`src/flash_ctl_cfg.svh`:
```
/*
 * Offsets, field positions, reset values and operation codes of the flash
 * program/erase controller. Assumes inclusion by its bare name.
 */
`ifndef FLASH_CTL_CFG_SVH
`define FLASH_CTL_CFG_SVH
`define OFF_CONTROL 8'h00
`define OFF_CONTROL_SECOND 8'h10
`define POS_LAUNCH 15
`define POS_PERMIT 14
`define POS_FAIL 13
`define POS_LOWV 12
`define POS_HOT 8
`define POS_RETRY_TAG 28
`define POS_SLEEP 24
`define POS_WAIT 16
`define POS_TEMP 14
`define POS_CREAD 13
`define POS_VREAD 12
`define POS_STRENGTH 8
`define RST_SLEEP 1'h1
`define RST_WAIT 5'h1f
`define OP_NONE 4'h0
`define OP_WORD 4'h1
`define OP_QUAD 4'h2
`define OP_ROW 4'h3
`define OP_PAGE 4'h4
`define OP_LOWER 4'h5
`define OP_UPPER 4'h6
`define OP_ALL 4'h7
`define ECC_ALWAYS 2'h0
`define CREAD_ONES 32'h0001_0000
`define CREAD_LOW_ONES 32'h0000_0001
`endif

```
`src/flash_ctl_pkg.sv`:
```
/*
 * Types for the flash program/erase controller.
 * Assumes flash_ctl_cfg.svh is compiled alongside.
 */
package flash_ctl_pkg;
	typedef struct packed {
		logic [7:0] addr;
		logic [31:0] wdata;
		logic wr;
		logic rd;
	} reg_req_type;
	typedef struct packed {
		logic start;
		logic [3:0] op;
		logic [1:0] strength;
		logic verify;
	} flash_cmd_type;
	typedef struct packed {
		logic done;
		logic fail;
		logic low_supply;
		logic hot;
	} flash_stat_type;
	typedef enum logic [1:0] {
		st_idle,
		st_check,
		st_run,
		st_finish
	} seq_state_type;
endpackage : flash_ctl_pkg

```
`src/flash_program_erase_control.sv`:
```
/*
 * Program/erase sequencer with its two control registers.
 * Assumes: the flash array answers a start pulse with a done pulse, key logic
 * gives unlock_ok, protection logic gives target_protected / region_protected.
 */
// Summary of operation
// - Launch bit starts the selected operation; hardware clears it on completion.
// - Launch bit changes only with permit, temperature grade one, and unlock.
// - Permit bit is read/write; zero blocks launch writes.
// - Fail flag sets when an operation fails; stays zero on success.
// - Low-supply flag captured only during launched operations.
// - Hot flag captured only during launched operations.
// - Launch with no-operation code clears all three flags.
// - Main control fields reset only by power-on reset.
// - Operation select writable only while permit is zero.
// - Codes 0 to 3: nothing, word, 256-bit word, row program.
// - Codes 4 to 7: page, lower, upper, full erase; rest reserved.
// - Protected targets or regions are never programmed or erased.
// - Word program is refused and sets the fail flag when ECC setting is 00.
// - Retry progress tag is plain storage, reset zero.
// - Sleep power bit resets one and changes only after unlock.
// - Wait count resets all ones and changes only after unlock.
// - Temperature grade picks read latency; reset value from configuration.
// - Temperature grade zero blocks every launch.
// - Temperature grade changes only when idle and unlocked.
// - Compare read returns ones-pattern words or all zero words.
// - Compare read acts only in verify mode; changes after unlock.
// - Verify mode picks retry-with-verify or single erase.
// - Strength step field used in verify mode; changes only while idle.
`timescale 1ns/1ps
`include "flash_ctl_cfg.svh"
module flash_program_erase_control #(
	parameter int WORDS = 8
) (
	clk,
	rst,
	por,
	temp_cfg,
	req,
	rdata,
	unlock_ok,
	target_protected,
	region_protected,
	ecc_setting,
	low_supply_det,
	hot_det,
	stat,
	cmd,
	flash_word,
	cread_word_valid,
	cread_word,
	read_word,
	power_down_in_sleep,
	wait_count,
	low_latency_reads
);
	import flash_ctl_pkg::*;
	input wire logic clk;
	input wire logic rst;
	input wire logic por;
	input wire logic temp_cfg;
	input wire flash_ctl_pkg::reg_req_type req;
	output logic [31:0] rdata;
	input wire logic unlock_ok;
	input wire logic target_protected;
	input wire logic region_protected;
	input wire logic [1:0] ecc_setting;
	input wire logic low_supply_det;
	input wire logic hot_det;
	input wire flash_ctl_pkg::flash_stat_type stat;
	output flash_ctl_pkg::flash_cmd_type cmd;
	input wire logic [32*WORDS-1:0] flash_word;
	input wire logic cread_word_valid;
	input wire logic [$clog2(WORDS)-1:0] cread_word;
	output logic [31:0] read_word;
	output logic power_down_in_sleep;
	output logic [4:0] wait_count;
	output logic low_latency_reads;

	////////////////////////////////////////////////////////////////////////////
	logic launch_ff, permit_ff, fail_ff, lowv_ff, hot_ff;
	logic [3:0] op_ff;
	logic [3:0] tag_ff;
	logic sleep_ff, temp_ff, cread_ff, vread_ff, temp_loaded_ff;
	logic [4:0] wait_ff;
	logic [1:0] strength_ff;
	seq_state_type state_ff, nxt_state;
	logic wr_ctl, wr_ctl2, launch_req, cleared_by_nop, runs;

	function automatic logic op_allowed(input logic [3:0] op, input logic tp, input logic rp,
		input logic [1:0] ecc);
		logic ok;
		ok = 1'b0;
		unique case (op)
			`OP_WORD: ok = !tp && (ecc != `ECC_ALWAYS);
			`OP_QUAD, `OP_ROW, `OP_PAGE: ok = !tp;
			`OP_LOWER, `OP_UPPER, `OP_ALL: ok = !rp;
			default: ok = 1'b0;
		endcase
		return ok;
	endfunction : op_allowed

	assign wr_ctl = req.wr && (req.addr == `OFF_CONTROL);
	assign wr_ctl2 = req.wr && (req.addr == `OFF_CONTROL_SECOND);
	// Gate on the launch bit itself so a busy launch cannot be re-armed.
	assign launch_req = wr_ctl && req.wdata[`POS_LAUNCH] && !launch_ff && permit_ff
		&& temp_ff && unlock_ok;
	assign cleared_by_nop = launch_req && (op_ff == `OP_NONE);
	assign runs = (state_ff == st_run);

	////////////////////////////////////////////////////////////////////////////
	// Sequencer.
	always_comb begin
		nxt_state = state_ff;
		unique case (state_ff)
			st_idle: if (launch_req) nxt_state = st_check;
			st_check: nxt_state = (op_ff != `OP_NONE)
				&& op_allowed(op_ff, target_protected, region_protected, ecc_setting)
				? st_run : st_finish;
			st_run: if (stat.done) nxt_state = st_finish;
			st_finish: nxt_state = st_idle;
		endcase
	end

	always_ff @(posedge clk) begin
		if (rst || por) begin
			state_ff <= st_idle;
		end else begin
			state_ff <= nxt_state;
		end
	end

	always_ff @(posedge clk) begin
		if (rst || por) begin
			cmd <= '0;
		end else begin
			cmd.start <= (state_ff == st_check) && (nxt_state == st_run);
			cmd.op <= op_ff;
			cmd.strength <= strength_ff;
			cmd.verify <= vread_ff;
		end
	end

	////////////////////////////////////////////////////////////////////////////
	// Main control: power-on reset only, the system reset leaves it alone.
	always_ff @(posedge clk) begin
		if (por) begin
			launch_ff <= 1'b0;
		end else if (launch_req) begin
			launch_ff <= 1'b1;
		end else if (state_ff == st_finish || state_ff == st_idle) begin
			// A system reset that aborts the sequencer must not leave launch stuck high.
			launch_ff <= 1'b0;
		end
	end

	always_ff @(posedge clk) begin
		if (por) begin
			permit_ff <= 1'b0;
			op_ff <= `OP_NONE;
		end else if (wr_ctl) begin
			permit_ff <= req.wdata[`POS_PERMIT];
			if (!permit_ff) op_ff <= req.wdata[3:0];
		end
	end

	// A hardware set wins over the no-op clear in the same cycle.
	always_ff @(posedge clk) begin
		if (por) begin
			fail_ff <= 1'b0;
			lowv_ff <= 1'b0;
			hot_ff <= 1'b0;
		end else begin
			if (runs && stat.done && stat.fail) fail_ff <= 1'b1;
			else if (state_ff == st_check && nxt_state == st_finish && op_ff != `OP_NONE)
				fail_ff <= 1'b1;
			else if (cleared_by_nop) fail_ff <= 1'b0;
			if (runs && (low_supply_det || stat.low_supply)) lowv_ff <= 1'b1;
			else if (cleared_by_nop) lowv_ff <= 1'b0;
			if (runs && (hot_det || stat.hot)) hot_ff <= 1'b1;
			else if (cleared_by_nop) hot_ff <= 1'b0;
		end
	end

	////////////////////////////////////////////////////////////////////////////
	// Second control register.
	always_ff @(posedge clk) begin
		if (rst) begin
			tag_ff <= 4'h0;
			sleep_ff <= `RST_SLEEP;
			wait_ff <= `RST_WAIT;
			cread_ff <= 1'b0;
			vread_ff <= 1'b0;
			strength_ff <= 2'h0;
		end else if (wr_ctl2) begin
			tag_ff <= req.wdata[`POS_RETRY_TAG+:4];
			if (unlock_ok) begin
				sleep_ff <= req.wdata[`POS_SLEEP];
				wait_ff <= req.wdata[`POS_WAIT+:5];
				cread_ff <= req.wdata[`POS_CREAD];
			end
			if (unlock_ok && !launch_ff) vread_ff <= req.wdata[`POS_VREAD];
			if (!launch_ff) strength_ff <= req.wdata[`POS_STRENGTH+:2];
		end
	end

	// The strap is caught by a clocked load after reset, never by the reset itself.
	always_ff @(posedge clk) begin
		if (rst) begin
			temp_loaded_ff <= 1'b0;
			temp_ff <= 1'b0;
		end else if (!temp_loaded_ff) begin
			temp_loaded_ff <= 1'b1;
			temp_ff <= temp_cfg;
		end else if (wr_ctl2 && unlock_ok && !launch_ff) begin
			temp_ff <= req.wdata[`POS_TEMP];
		end
	end

	always_ff @(posedge clk) begin
		if (rst) begin
			power_down_in_sleep <= `RST_SLEEP;
			wait_count <= `RST_WAIT;
			low_latency_reads <= 1'b0;
		end else begin
			power_down_in_sleep <= sleep_ff;
			wait_count <= wait_ff;
			low_latency_reads <= temp_ff;
		end
	end

	////////////////////////////////////////////////////////////////////////////
	// Compare read of ones, effective only in verify mode.
	always_ff @(posedge clk) begin
		if (rst) begin
			read_word <= 32'h0000_0000;
		end else if (cread_word_valid) begin
			if (cread_ff && vread_ff) begin
				if (&flash_word)
					read_word <= (cread_word == '0) ? `CREAD_LOW_ONES : `CREAD_ONES;
				else
					read_word <= 32'h0000_0000;
			end else begin
				read_word <= flash_word[32*cread_word+:32];
			end
		end
	end

	////////////////////////////////////////////////////////////////////////////
	// Register reads: data in the cycle after the strobe.
	always_ff @(posedge clk) begin
		if (rst) begin
			rdata <= 32'h0000_0000;
		end else begin
			rdata <= 32'h0000_0000;
			if (req.rd && req.addr == `OFF_CONTROL)
				rdata <= {16'h0000, launch_ff, permit_ff, fail_ff, lowv_ff, 3'h0, hot_ff,
					4'h0, op_ff};
			else if (req.rd && req.addr == `OFF_CONTROL_SECOND)
				rdata <= {tag_ff, 3'h0, sleep_ff, 3'h0, wait_ff, 1'b0, temp_ff, cread_ff,
					vread_ff, 2'h0, strength_ff, 8'h00};
		end
	end
endmodule : flash_program_erase_control

```
`config.mk`:
```
export PLATFORM = sky130hd
export DESIGN_NAME = flash_program_erase_control
export DESIGN_NICKNAME = d
export VERILOG_FILES = /design/src/flash_ctl_pkg.sv /design/src/flash_program_erase_control.sv
export VERILOG_INCLUDE_DIRS = /design/src
export SDC_FILE = /design/constraint.sdc
export NUM_CORES = 1
export LEC_CHECK = 0
export BUFFER_PORTS_ARGS = -buffer_cell sky130_fd_sc_hd__buf_4
export CORE_AREA = 2 2 156 158
export CTS_CLUSTER_DIAMETER = 100
export CTS_CLUSTER_SIZE = 28
export DETAILED_ROUTE_END_ITERATION = 8
export DIE_AREA = 0 0 158 160
export PLACE_DENSITY_LB_ADDON = 0.3
export RECOVER_POWER = 25
export SKIP_CTS_REPAIR_TIMING = 1
export SLEW_MARGIN = 20
export SYNTH_ARGS = -nofsm -noshare
export SYNTH_HDL_FRONTEND = slang
export SYNTH_SLANG_ARGS = --single-unit
```
`constraint.sdc`:
```
create_clock -name clk -period 2.17 [get_ports clk]
set_clock_uncertainty 0.1 [all_clocks]
set_input_delay 0.5425 -clock clk [delete_from_list [all_inputs] [get_ports clk]]
set_output_delay 0.5425 -clock clk [all_outputs]
set_load 0.1 [all_outputs]
```
==> results of run 1 <==
==> power groups by stage <==
stage	Sequential, W	Clock, W	Combinational, W
6_report	0.00180	0.00150	0.00169
5_1_grt	0.00181	0.00163	0.00178
4_1_cts	0.00180	0.00156	0.00169
3_5_place_dp	0.00184	0	0.00169
3_3_place_gp	0.00184	0	0.00169
2_1_floorplan	0.00217	0	0.000580
==> per-layer routing <==
| metal | share of wire (%) | global-route usage, % | vias to the layer above |
|---|---|---|---|
| met1 | 41 | 25.23 | 2956 |
| met3 | 7.7 | 3.962 | 40 |
| li1 | - | - | 2968 |
| met4 | 2.5 | 5.815 | 2 |
| met2 | 49 | 33.32 | 315 |
| met5 | 0.031 | 0 | - |
==> stage by stage <==
step	total power, W	util (%)	hold WS [ns]
final	0.004992	39.47	0.3353
after global routing	0.005216	39.47	0.3366
after CTS	0.005060	39.76	0.3220
after detailed placement	0.003536	38.58	0.3414
after global placement	0.003529	38.58	0.3356
after floorplan	0.002753	-	0.3291
==> sequential cells by signal, indices dropped and copies added (netlist names) <==
| signal | count |
|---|---|
| strength_ff | 2 |
| low_latency_reads | 1 |
| op_ff | 4 |
| launch_ff | 1 |
| temp_ff | 1 |
| tag_ff | 4 |
| hot_ff | 1 |
| cmd | 8 |
| temp_loaded_ff | 1 |
| rdata | 20 |
| read_word | 32 |
| lowv_ff | 1 |
| sleep_ff | 1 |
| state_ff | 2 |
| vread_ff | 1 |
| power_down_in_sleep | 1 |
| fail_ff | 1 |
| permit_ff | 1 |
| wait_ff | 5 |
| wait_count | 5 |
| cread_ff | 1 |
==> cells in the mapped netlist (all sizes together) <==
library cell | count | area share, %
inv | 10 | 0.64
conb | 1 | 0.064
a21oi | 35 | 3.1
buf | 26 | 2.8
a22oi | 1 | 0.13
or3 | 1 | 0.11
o22ai | 2 | 0.21
nand4 | 64 | 6.9
a211oi | 2 | 0.43
clkbuf | 23 | 1.5
o2111ai | 1 | 0.15
nand3 | 18 | 1.5
a32o | 2 | 0.34
o311ai | 1 | 0.15
nor2b | 1 | 0.11
or4 | 4 | 0.58
mux2i | 49 | 8.4
a2111oi | 1 | 0.15
and3 | 1 | 0.11
or2 | 6 | 0.64
mux4 | 64 | 25
o21a | 1 | 0.13
o21ai | 7 | 0.60
nor4 | 17 | 2.4
ha | 3 | 0.64
o2bb2ai | 1 | 0.15
nor3 | 8 | 0.97
dfxtp | 94 | 32
nand2 | 19 | 1.2
nand4b | 1 | 0.15
and4 | 2 | 0.30
nand2b | 2 | 0.21
and2 | 25 | 2.7
nor2 | 85 | 5.5
==> path summary, 6_finish.rpt <==
check / from / endpoint / slack (ns) / cells after the start
worst max-delay path: req[35] / fail_ff / 0.21 / 6
worst min-delay path: req[19] / wait_ff[1] / 0.34 / 3
worst max register to register: cread_ff / read_word[0] / 0.24 / 6
worst min register to register: wait_ff[4] / wait_count[4] / 0.36 / 1
==> critical path, delay by kind of cell <==
family | cells | cell delay, ns
AO/OA/AOI/OAI | 2 | 0.43
buffers and inverters | 1 | 0.11
AND/OR/NAND/NOR | 3 | 1.02
==> cells by family (layout without fill, tap and decap cells) <==
logic type | count (synthesis) | count (layout) | synth area share, %
buffers and inverters | 59 | 434 | 4.957
other | 1 | 12 | 0.06432
DFF | 94 | 94 | 32.27
muxes | 113 | 113 | 33.13
and+or+nand+nor | 254 | 254 | 23.41
AOI/OAI and AO/OA | 54 | 54 | 5.515
adders and majority gates | 3 | 3 | 0.6438
==> cell type report <==
type,instances,area (µm²),area share (%)
multi-input cells,436,3707,39.43
repair buffers,408,3088,32.85
flip-flops and latches,94,1882,20.02
well taps,324,405.4,4.312
clock buffers,10,229.0,2.435
clock inverters,6,52.55,0.5590
inverters,10,37.54,0.3993
==> cells in the final DEF, fill, tap and decap left out, types with 13 or more instances in the layout <==
cell type / Yosys / layout
nand2_1: 19 / 19
mux2i_1: 49 / 49
a21oi_1: 34 / 34
mux4_2: 64 / 64
nor2_1: 85 / 85
nor4_1: 14 / 13
and2_1: 25 / 22
dfxtp_1: 94 / 94
buf_4: 13 / 372
clkbuf_2: 1 / 24
nand3_1: 18 / 18
nand4_1: 64 / 64
==> metrics.csv, run 1 <==
stage,metric,value,unit
setup_path,"Max FO, Critical Path",7,
logic_synthesis,cell count after synthesis,578,
placed_design,Placed Area,0.009189,mm²
die,I/O pin count,396,
route,DRC violation count after routing,0,
global_routing,GRT Total Usage,19.68,%
sta,Final min period,1.964,ns
logic_synthesis,post-synthesis register bit count,94,
clock_tree,clk buf depth,2,
global_routing,initial antenna violation count,1,
pwr,total power per unit cell area,530.9,mW/mm²
route,post-route ant nets,0,
route,DR pass1 iterations,4,
flow_run,reported max-cap violation count,0,
sta,Setup TNS,0,ns
die,Initial Utilization,24.48,%
sta,fin crit share,90.53,%
sta,Final Hold Fails,0,
cells_and_area,final instance area,0.009402,mm²
route,DRT iter0 DRCs,305,
pwr,Leak Pwr,4.067,nW
pwr,VDD IR max,344.7,µV
cells_and_area,Area growth syn-to-layout,61.24,%
placed_design,Cells after DPL,1272,
setup_path,CP Launch Type,input pin,
logic_synthesis,post-synthesis sequential area ratio,32.27,%
clock_tree,Worst-path clk slew,0.07,ns
clock_tree,CTS buffer count,9,
placed_design,Post-DP HPWL,21820,µm
cells_and_area,fill count,2458,
setup_path,CP required,2.30,ns
clock_tree,Max H-tree Level,3,
sta,max-slew violations,0,
placed_design,Setup Slack @ Placement,-0.1595,ns
sta,Final WS setup,0.2055,ns
setup_path,Worst path max stage delay,0.63,ns
die,Die H,160,µm
logic_synthesis,post-synthesis cell area,0.005831,mm²
cells_and_area,Nets,1279,
logic_synthesis,synth unique cells,44,
cells_and_area,post-route insts no fill,1288,
route,Via Count,6281,
clock_tree,clock latency on the worst-skew pair,0.33,ns
clock_tree,CTS tree,built,
die,die width,158,µm
global_routing,Congestion Overflow GR,0,
die,Core ar.,0.02382,mm²
sta,Worst slew margin,63.01,%
global_routing,vias in the first global route,6426,
die,die footprint,0.02528,mm²
pwr,switching share of power,33.61,%
die,num rows,57,
setup_path,critical path class,input pin to flop,
cells_and_area,Antenna diodes,0,
pwr,Psw,0.001678,W
sta,slew at the pin with the worst max-slew slack,0.5571,ns
cells_and_area,share of cells above drive strength 1,51.76,%
placed_design,placer congestion estimate,0.9884,
hold_path,Worst Hold Class,input pin to flop,
sta,RSZ-0062 raised after global routing,no,
pwr,Seq pwr share,36.1,%
setup_path,Crit. End Element,flop,
setup_path,CP max stage cell,or4_4,
sta,Max Fclk,509.0,MHz
route,Routed WL,25680,µm
pwr,Clock Power Share,30.1,%
pwr,Combinational Power Share,33.8,%
sta,Final setup viols,0,
setup_path,crit path DAT,2.10,ns
status,result of the run,completed,
setup_path,crit-path cells,buf_4 -> or4_4 -> nor3_1 -> nand3_1 -> a32o_1 -> a32o_1,
route,Routed WL per cell,19.94,µm
clock_tree,clock sinks,94,
setup_path,cell mode on critical path,a32o_1,
global_routing,largest net degree at the start of global routing,49,
logic_synthesis,yosys warns,0,
placed_design,IO Port Bufs,371,
logic_synthesis,average size of a mapped cell,10.09,µm²
global_routing,first-pass GRT wire length,37820,µm
pwr,Pint,0.003314,W
clock_tree,root buf cell,clkbuf_16,
route,vias per cell,4.877,
No activity file was read; power rests on OpenSTA's default activity.
==> run 2: changes to the inputs <==
- CORE_AREA: 2 2 156 158 -> 2 2 155 157
- DIE_AREA: 0 0 158 160 -> 0 0 157 159
- MAX_ROUTING_LAYER: default -> met4
- clock period: 2.17 -> 2.4 ns (I/O delays scaled with it)
==> run 2 against run 1 <==
  * Worst setup slack improved by 0.12 ns
  * Final cell count fell by 1.4%
  * Critical path depth shrank 1
  * Hold slack improved by 0.018 ns
  * Non-clock buffer count fell by 13
  * Global-route usage up 0.45 points
  * Largest cell class unchanged
  * Largest power group is now the clock network
  * Highest routed layer is now met4
==> metrics.csv, run 2 (synthesis gave the netlist of run 1 again) <==
stage,metric,value,unit
route,met3 wire length,2082,µm
clock_tree,clk buf depth,2,
route,Top Layer Used,met4,
route,DRT iter0 DRCs,374,
die,die footprint,0.02496,mm²
cells_and_area,Top reg by flops,read_word,
hold_path,Min-Delay Path Depth,1,
clock_tree,Worst-path clk slew,0.07,ns
die,Core ar.,0.02319,mm²
die,Die H,159,µm
sta,slew at the pin with the worst max-slew slack,1.023,ns
route,Routed WL per cell,19.92,µm
setup_path,Crit. End Element,flop,
setup_path,stages on the worst setup path,5,
clock_tree,CTS buffer count,9,
global_routing,Congestion Overflow GR,0,
sta,Final WS setup,0.3278,ns
flow_run,reported max-cap violation count,0,
setup_path,WP buf/inv,0,
setup_path,reg2reg path depth,5,
setup_path,critical path class,flop to flop,
sta,Final Hold Fails,0,
clock_tree,Max H-tree Level,3,
global_routing,GRT Total Usage,20.13,%
pwr,Leak Pwr,4.021,nW
setup_path,CP required,2.56,ns
cells_and_area,share of cells above drive strength 1,51.16,%
setup_path,CP top delay family,simple AND/OR/NAND/NOR gates,
route,vias per cell,4.966,
setup_path,worst flop-to-flop path startpoint,cread_ff,
route,Via Count,6307,
sta,Final min period,2.072,ns
global_routing,initial antenna violation count,1,
status,result of the run,completed,
die,I/O pin count,396,
die,die width,157,µm
clock_tree,CTS tree,built,
setup_path,end of the worst register-to-register path,read_word[0],
hold_path,hold_sp,temp_loaded_ff,
route,post-route ant nets,0,
route,DR pass1 iterations,5,
setup_path,launch point of the worst path,cread_ff,
global_routing,first-pass GRT wire length,37380,µm
sta,Setup TNS,0,ns
die,Initial Utilization,25.14,%
sta,max-slew violations,0,
placed_design,Placed Area,0.009035,mm²
global_routing,vias in the first global route,6540,
sta,Final setup viols,0,
setup_path,CP max stage cell,or4_1,
placed_design,placer congestion estimate,0.9427,
route,met2 wire length,11990,µm
pwr,total power per unit cell area,512.6,mW/mm²
route,DRT met1 WL,10330,µm
setup_path,Worst path max stage delay,0.49,ns
placed_design,Setup Slack @ Placement,0.01380,ns
cells_and_area,final instance area,0.009309,mm²
cells_and_area,"commonest non-fill, non-tap cells in the layout","buf_4 (364), dfxtp_1 (94), nor2_1 (85)",
sta,Max Fclk,482.6,MHz
placed_design,IO Port Bufs,371,
cells_and_area,Nets,1266,
setup_path,Setup crit end,read_word[0],
clock_tree,root buf cell,clkbuf_16,
cells_and_area,largest registers,"read_word: 32 flops, rdata: 20 flops, cmd: 8 flops",
setup_path,"Max FO, Critical Path",3,
cells_and_area,"Core Util, Final",40.14,%
route,Routed WL,25290,µm
setup_path,CP Launch Type,flop,
sta,RSZ-0062 raised after global routing,no,
cells_and_area,Area growth syn-to-layout,59.66,%
sta,fin crit share,86.34,%
hold_path,Worst Hold Class,flop to flop,
pwr,VDD IR max,283.5,µV
clock_tree,clock latency on the worst-skew pair,0.34,ns
global_routing,largest net degree at the start of global routing,33,
setup_path,crit-path cells,nand2_1 -> nor4_1 -> nand4_1 -> or4_1 -> o21ai_0,
setup_path,crit path DAT,2.23,ns
cells_and_area,"leading cell type in the layout, fill and taps excluded",buf_4,
setup_path,FF-to-FF setup slack,0.33,ns
route,DRC violation count after routing,0,
sta,Worst slew margin,31.73,%
die,num rows,56,
placed_design,Post-DP HPWL,21620,µm
clock_tree,clock sinks,94,
cells_and_area,max FFs per register,32,
-- run 2: power by group --
group          internal (W)  switching (W)
Clock               0.00102       0.000623
Combinational      0.000648       0.000847
Sequential          0.00160      0.0000258
Total               0.00328        0.00150
-- run 2: cell type report --
cell class / instances / area, µm²
Fill cell: 2345 / 13880
Multi-Input combinational cell: 436 / 3701
Timing Repair Buffer: 395 / 2944
Sequential cell: 94 / 1882
Tap cell: 319 / 399.1
Clock buffer: 9 / 225.2
Clock inverter: 6 / 117.6
Inverter: 10 / 37.54
Antenna cell: 1 / 2.502
-- run 2: routing by layer --
metal	GRT usage [%]	up-vias
met5	-	-
met4	7.673	0
met3	3.484	44
met2	32.30	346
met1	25.24	2978
li1	-	2939
-- run 2: worst min path at each step --
stage / end / slack [ns]
2_1_floorplan: rdata[28] / 0.33
3_3_place_gp: temp_ff / 0.34
3_5_place_dp: rdata[28] / 0.34
4_1_cts: temp_ff / 0.35
5_1_grt: temp_ff / 0.37
6_report: temp_ff / 0.35
-- run 2: through the flow --
step	hold slack (ns)	instances	total power [W]
6_report	0.3534	1270	0.004772
5_1_grt	0.3678	1270	0.004967
4_1_cts	0.3531	1269	0.004820
3_5_place_dp	0.3389	1254	0.003157
3_3_place_gp	0.3351	1254	0.003152
2_1_floorplan	0.3291	589	0.002489
==> run 3: changes to the inputs <==
- CORE_AREA: 2 2 155 157 -> 2 2 156 158
- DIE_AREA: 0 0 157 159 -> 0 0 158 160
- clock period: 2.4 -> 1.9 ns (I/O delays scaled with it)
==> run 3 against run 2 <==
  * Clock power up 19%
  * Worst setup slack worse by 0.26 ns
  * First-iteration DRC count rose by 19%
  * Critical path depth is 1 higher
  * Routed wire length up 2.2%
  * Clock-buffer cell count up 1
  * Sequential cell count stayed put
  * Sequential power is 26% higher
==> metrics.csv, run 3 (synthesis gave the netlist of run 1 again) <==
stage,metric,value,unit
cells_and_area,share of cells above drive strength 1,54.26,%
cells_and_area,max FFs per register,32,
clock_tree,CTS tree,built,
sta,Worst slew margin,62.06,%
cells_and_area,fill count,2452,
clock_tree,root buf cell,clkbuf_16,
hold_path,hold_sp,req[20],
setup_path,"Max FO, Critical Path",7,
route,DRT iter0 DRCs,444,
pwr,Combinational Power Share,33.0,%
pwr,Clock Power Share,32.6,%
setup_path,critical path class,input pin to flop,
cells_and_area,post-route insts no fill,1321,
cells_and_area,Nets,1312,
pwr,Leak Pwr,4.269,nW
die,Die H,160,µm
route,DRC violation count after routing,0,
sta,hold slack final,0.2669,ns
route,DR pass1 iterations,6,
die,die footprint,0.02528,mm²
cells_and_area,Top reg by flops,read_word,
route,Routed WL per cell,19.57,µm
setup_path,crit path DAT,1.94,ns
pwr,Pint,0.004085,W
status,result of the run,completed,
global_routing,first-pass GRT wire length,38210,µm
setup_path,WP buf/inv,2,
clock_tree,CTS buffer count,9,
setup_path,Crit. End Element,flop,
route,post-route ant nets,0,
setup_path,CP Launch Type,input pin,
cells_and_area,final instance area,0.009739,mm²
global_routing,Congestion Overflow GR,0,
pwr,total power,0.005994,W
cells_and_area,"leading cell type in the layout, fill and taps excluded",buf_4,
cells_and_area,Area growth syn-to-layout,67.04,%
setup_path,CP required,2.00,ns
setup_path,end of the worst register-to-register path,cmd[7],
cells_and_area,Antenna diodes,0,
pwr,switching share of power,31.85,%
die,num rows,57,
clock_tree,Worst-path clk slew,0.07,ns
hold_path,Min-Delay Path Depth,3,
global_routing,initial antenna violation count,0,
setup_path,CP top delay family,simple AND/OR/NAND/NOR gates,
setup_path,reg2reg path depth,5,
placed_design,IO Port Bufs,371,
sta,Final Hold Fails,0,
pwr,Psw,0.001909,W
die,die width,158,µm
cells_and_area,largest registers,"read_word: 32 flops, rdata: 20 flops, cmd: 8 flops",
sta,slew at the pin with the worst max-slew slack,0.5691,ns
placed_design,Placed Area,0.009453,mm²
clock_tree,Max H-tree Level,3,
hold_path,Worst Hold Class,input pin to flop,
route,Via Count,6353,
placed_design,Setup Slack @ Placement,-0.2974,ns
die,I/O pin count,396,
hold_path,hold path endpoint,wait_ff[2],
global_routing,largest net degree at the start of global routing,49,
sta,Max Fclk,545.4,MHz
die,Core ar.,0.02382,mm²
clock_tree,clk buf depth,2,
die,Initial Utilization,24.48,%
sta,Final min period,1.833,ns
setup_path,cell mode on critical path,buf_4,
sta,Final WS setup,0.06655,ns
setup_path,CP max stage cell,or4_4,
pwr,VDD IR max,426.5,µV
pwr,total power per unit cell area,615.4,mW/mm²
sta,fin crit share,96.50,%
placed_design,Post-DP HPWL,22370,µm
placed_design,Cells after DPL,1305,
route,Routed WL,25850,µm
sta,max-slew violations,0,
sta,Final setup viols,0,
setup_path,worst flop-to-flop path startpoint,op_ff[0],
global_routing,vias in the first global route,6511,
clock_tree,clock sinks,94,
placed_design,placer congestion estimate,1.017,
setup_path,crit-path cells,buf_4 -> or4_4 -> buf_4 -> nor4_4 -> mux2i_1 -> a211oi_2,
pwr,Seq pwr share,34.3,%
setup_path,FF-to-FF setup slack,0.14,ns
flow_run,reported max-cap violation count,0,
clock_tree,clock latency on the worst-skew pair,0.34,ns
global_routing,GRT Total Usage,20.51,%
cells_and_area,"commonest non-fill, non-tap cells in the layout","buf_4 (406), dfxtp_1 (94), nor2_1 (85)",
sta,RSZ-0062 raised after global routing,no,
setup_path,Worst path max stage delay,0.63,ns
route,vias per cell,4.809,
[run 3: layout make-up]
type	count	area, µm²	share of cell area, %
timing repair buffer	441	3349	34.39
sequential	94	1882	19.32
inverter	10	37.54	0.3854
tap	324	405.4	4.162
clock buffer	10	229.0	2.351
clock inverter	6	93.84	0.9635
multi-input combinational	436	3742	38.42
[run 3: power by group through the flow]
stage                     Clock, W  Sequential [W]  Combinational [W]
final                      0.00196         0.00206            0.00198
after global routing       0.00211         0.00206            0.00209
after CTS                  0.00202         0.00206            0.00198
after detailed placement         0         0.00210            0.00198
after global placement           0         0.00210            0.00197
after floorplan                  0         0.00248           0.000680
[run 3: how the worst max path moves through the flow]
stage	startpoint	depth (start not counted)	to	slack, ns
final	req[35]	6	temp_ff	0.07
after global routing	op_ff[0]	5	cmd[7]	0.005
after CTS	vread_ff	5	read_word[0]	-0.04
after detailed placement	req[39]	7	cmd[7]	-0.30
after global placement	req[39]	7	cmd[7]	-0.27
after floorplan	req[35]	6	fail_ff	-0.09
[run 3: metrics by stage]
stage          TNS [ns]  utilization (%)
6_report              0            40.89
3_5_place_dp     -15.34            39.68
4_1_cts        -0.07750            41.04
3_3_place_gp     -15.07            39.68
5_1_grt               0            40.89
2_1_floorplan   -0.7192                -
[run 3: worst register-to-register path, stage by stage, from the launching register on]
cell and delay [ns]:
dfxtp_1 0.37, o21ai_0 0.17, o311ai_0 0.14, a21oi_1 0.29, a211oi_2 0.14, a2111oi_0 0.43
[run 3: layer usage]
metal	GRT usage [%]	up-vias	routed length [µm]
met5	-	-	0
met2	34.19	326	12730
li1	-	3029	-
met4	5.733	0	682
met3	3.175	40	1917
met1	25.75	2958	10520
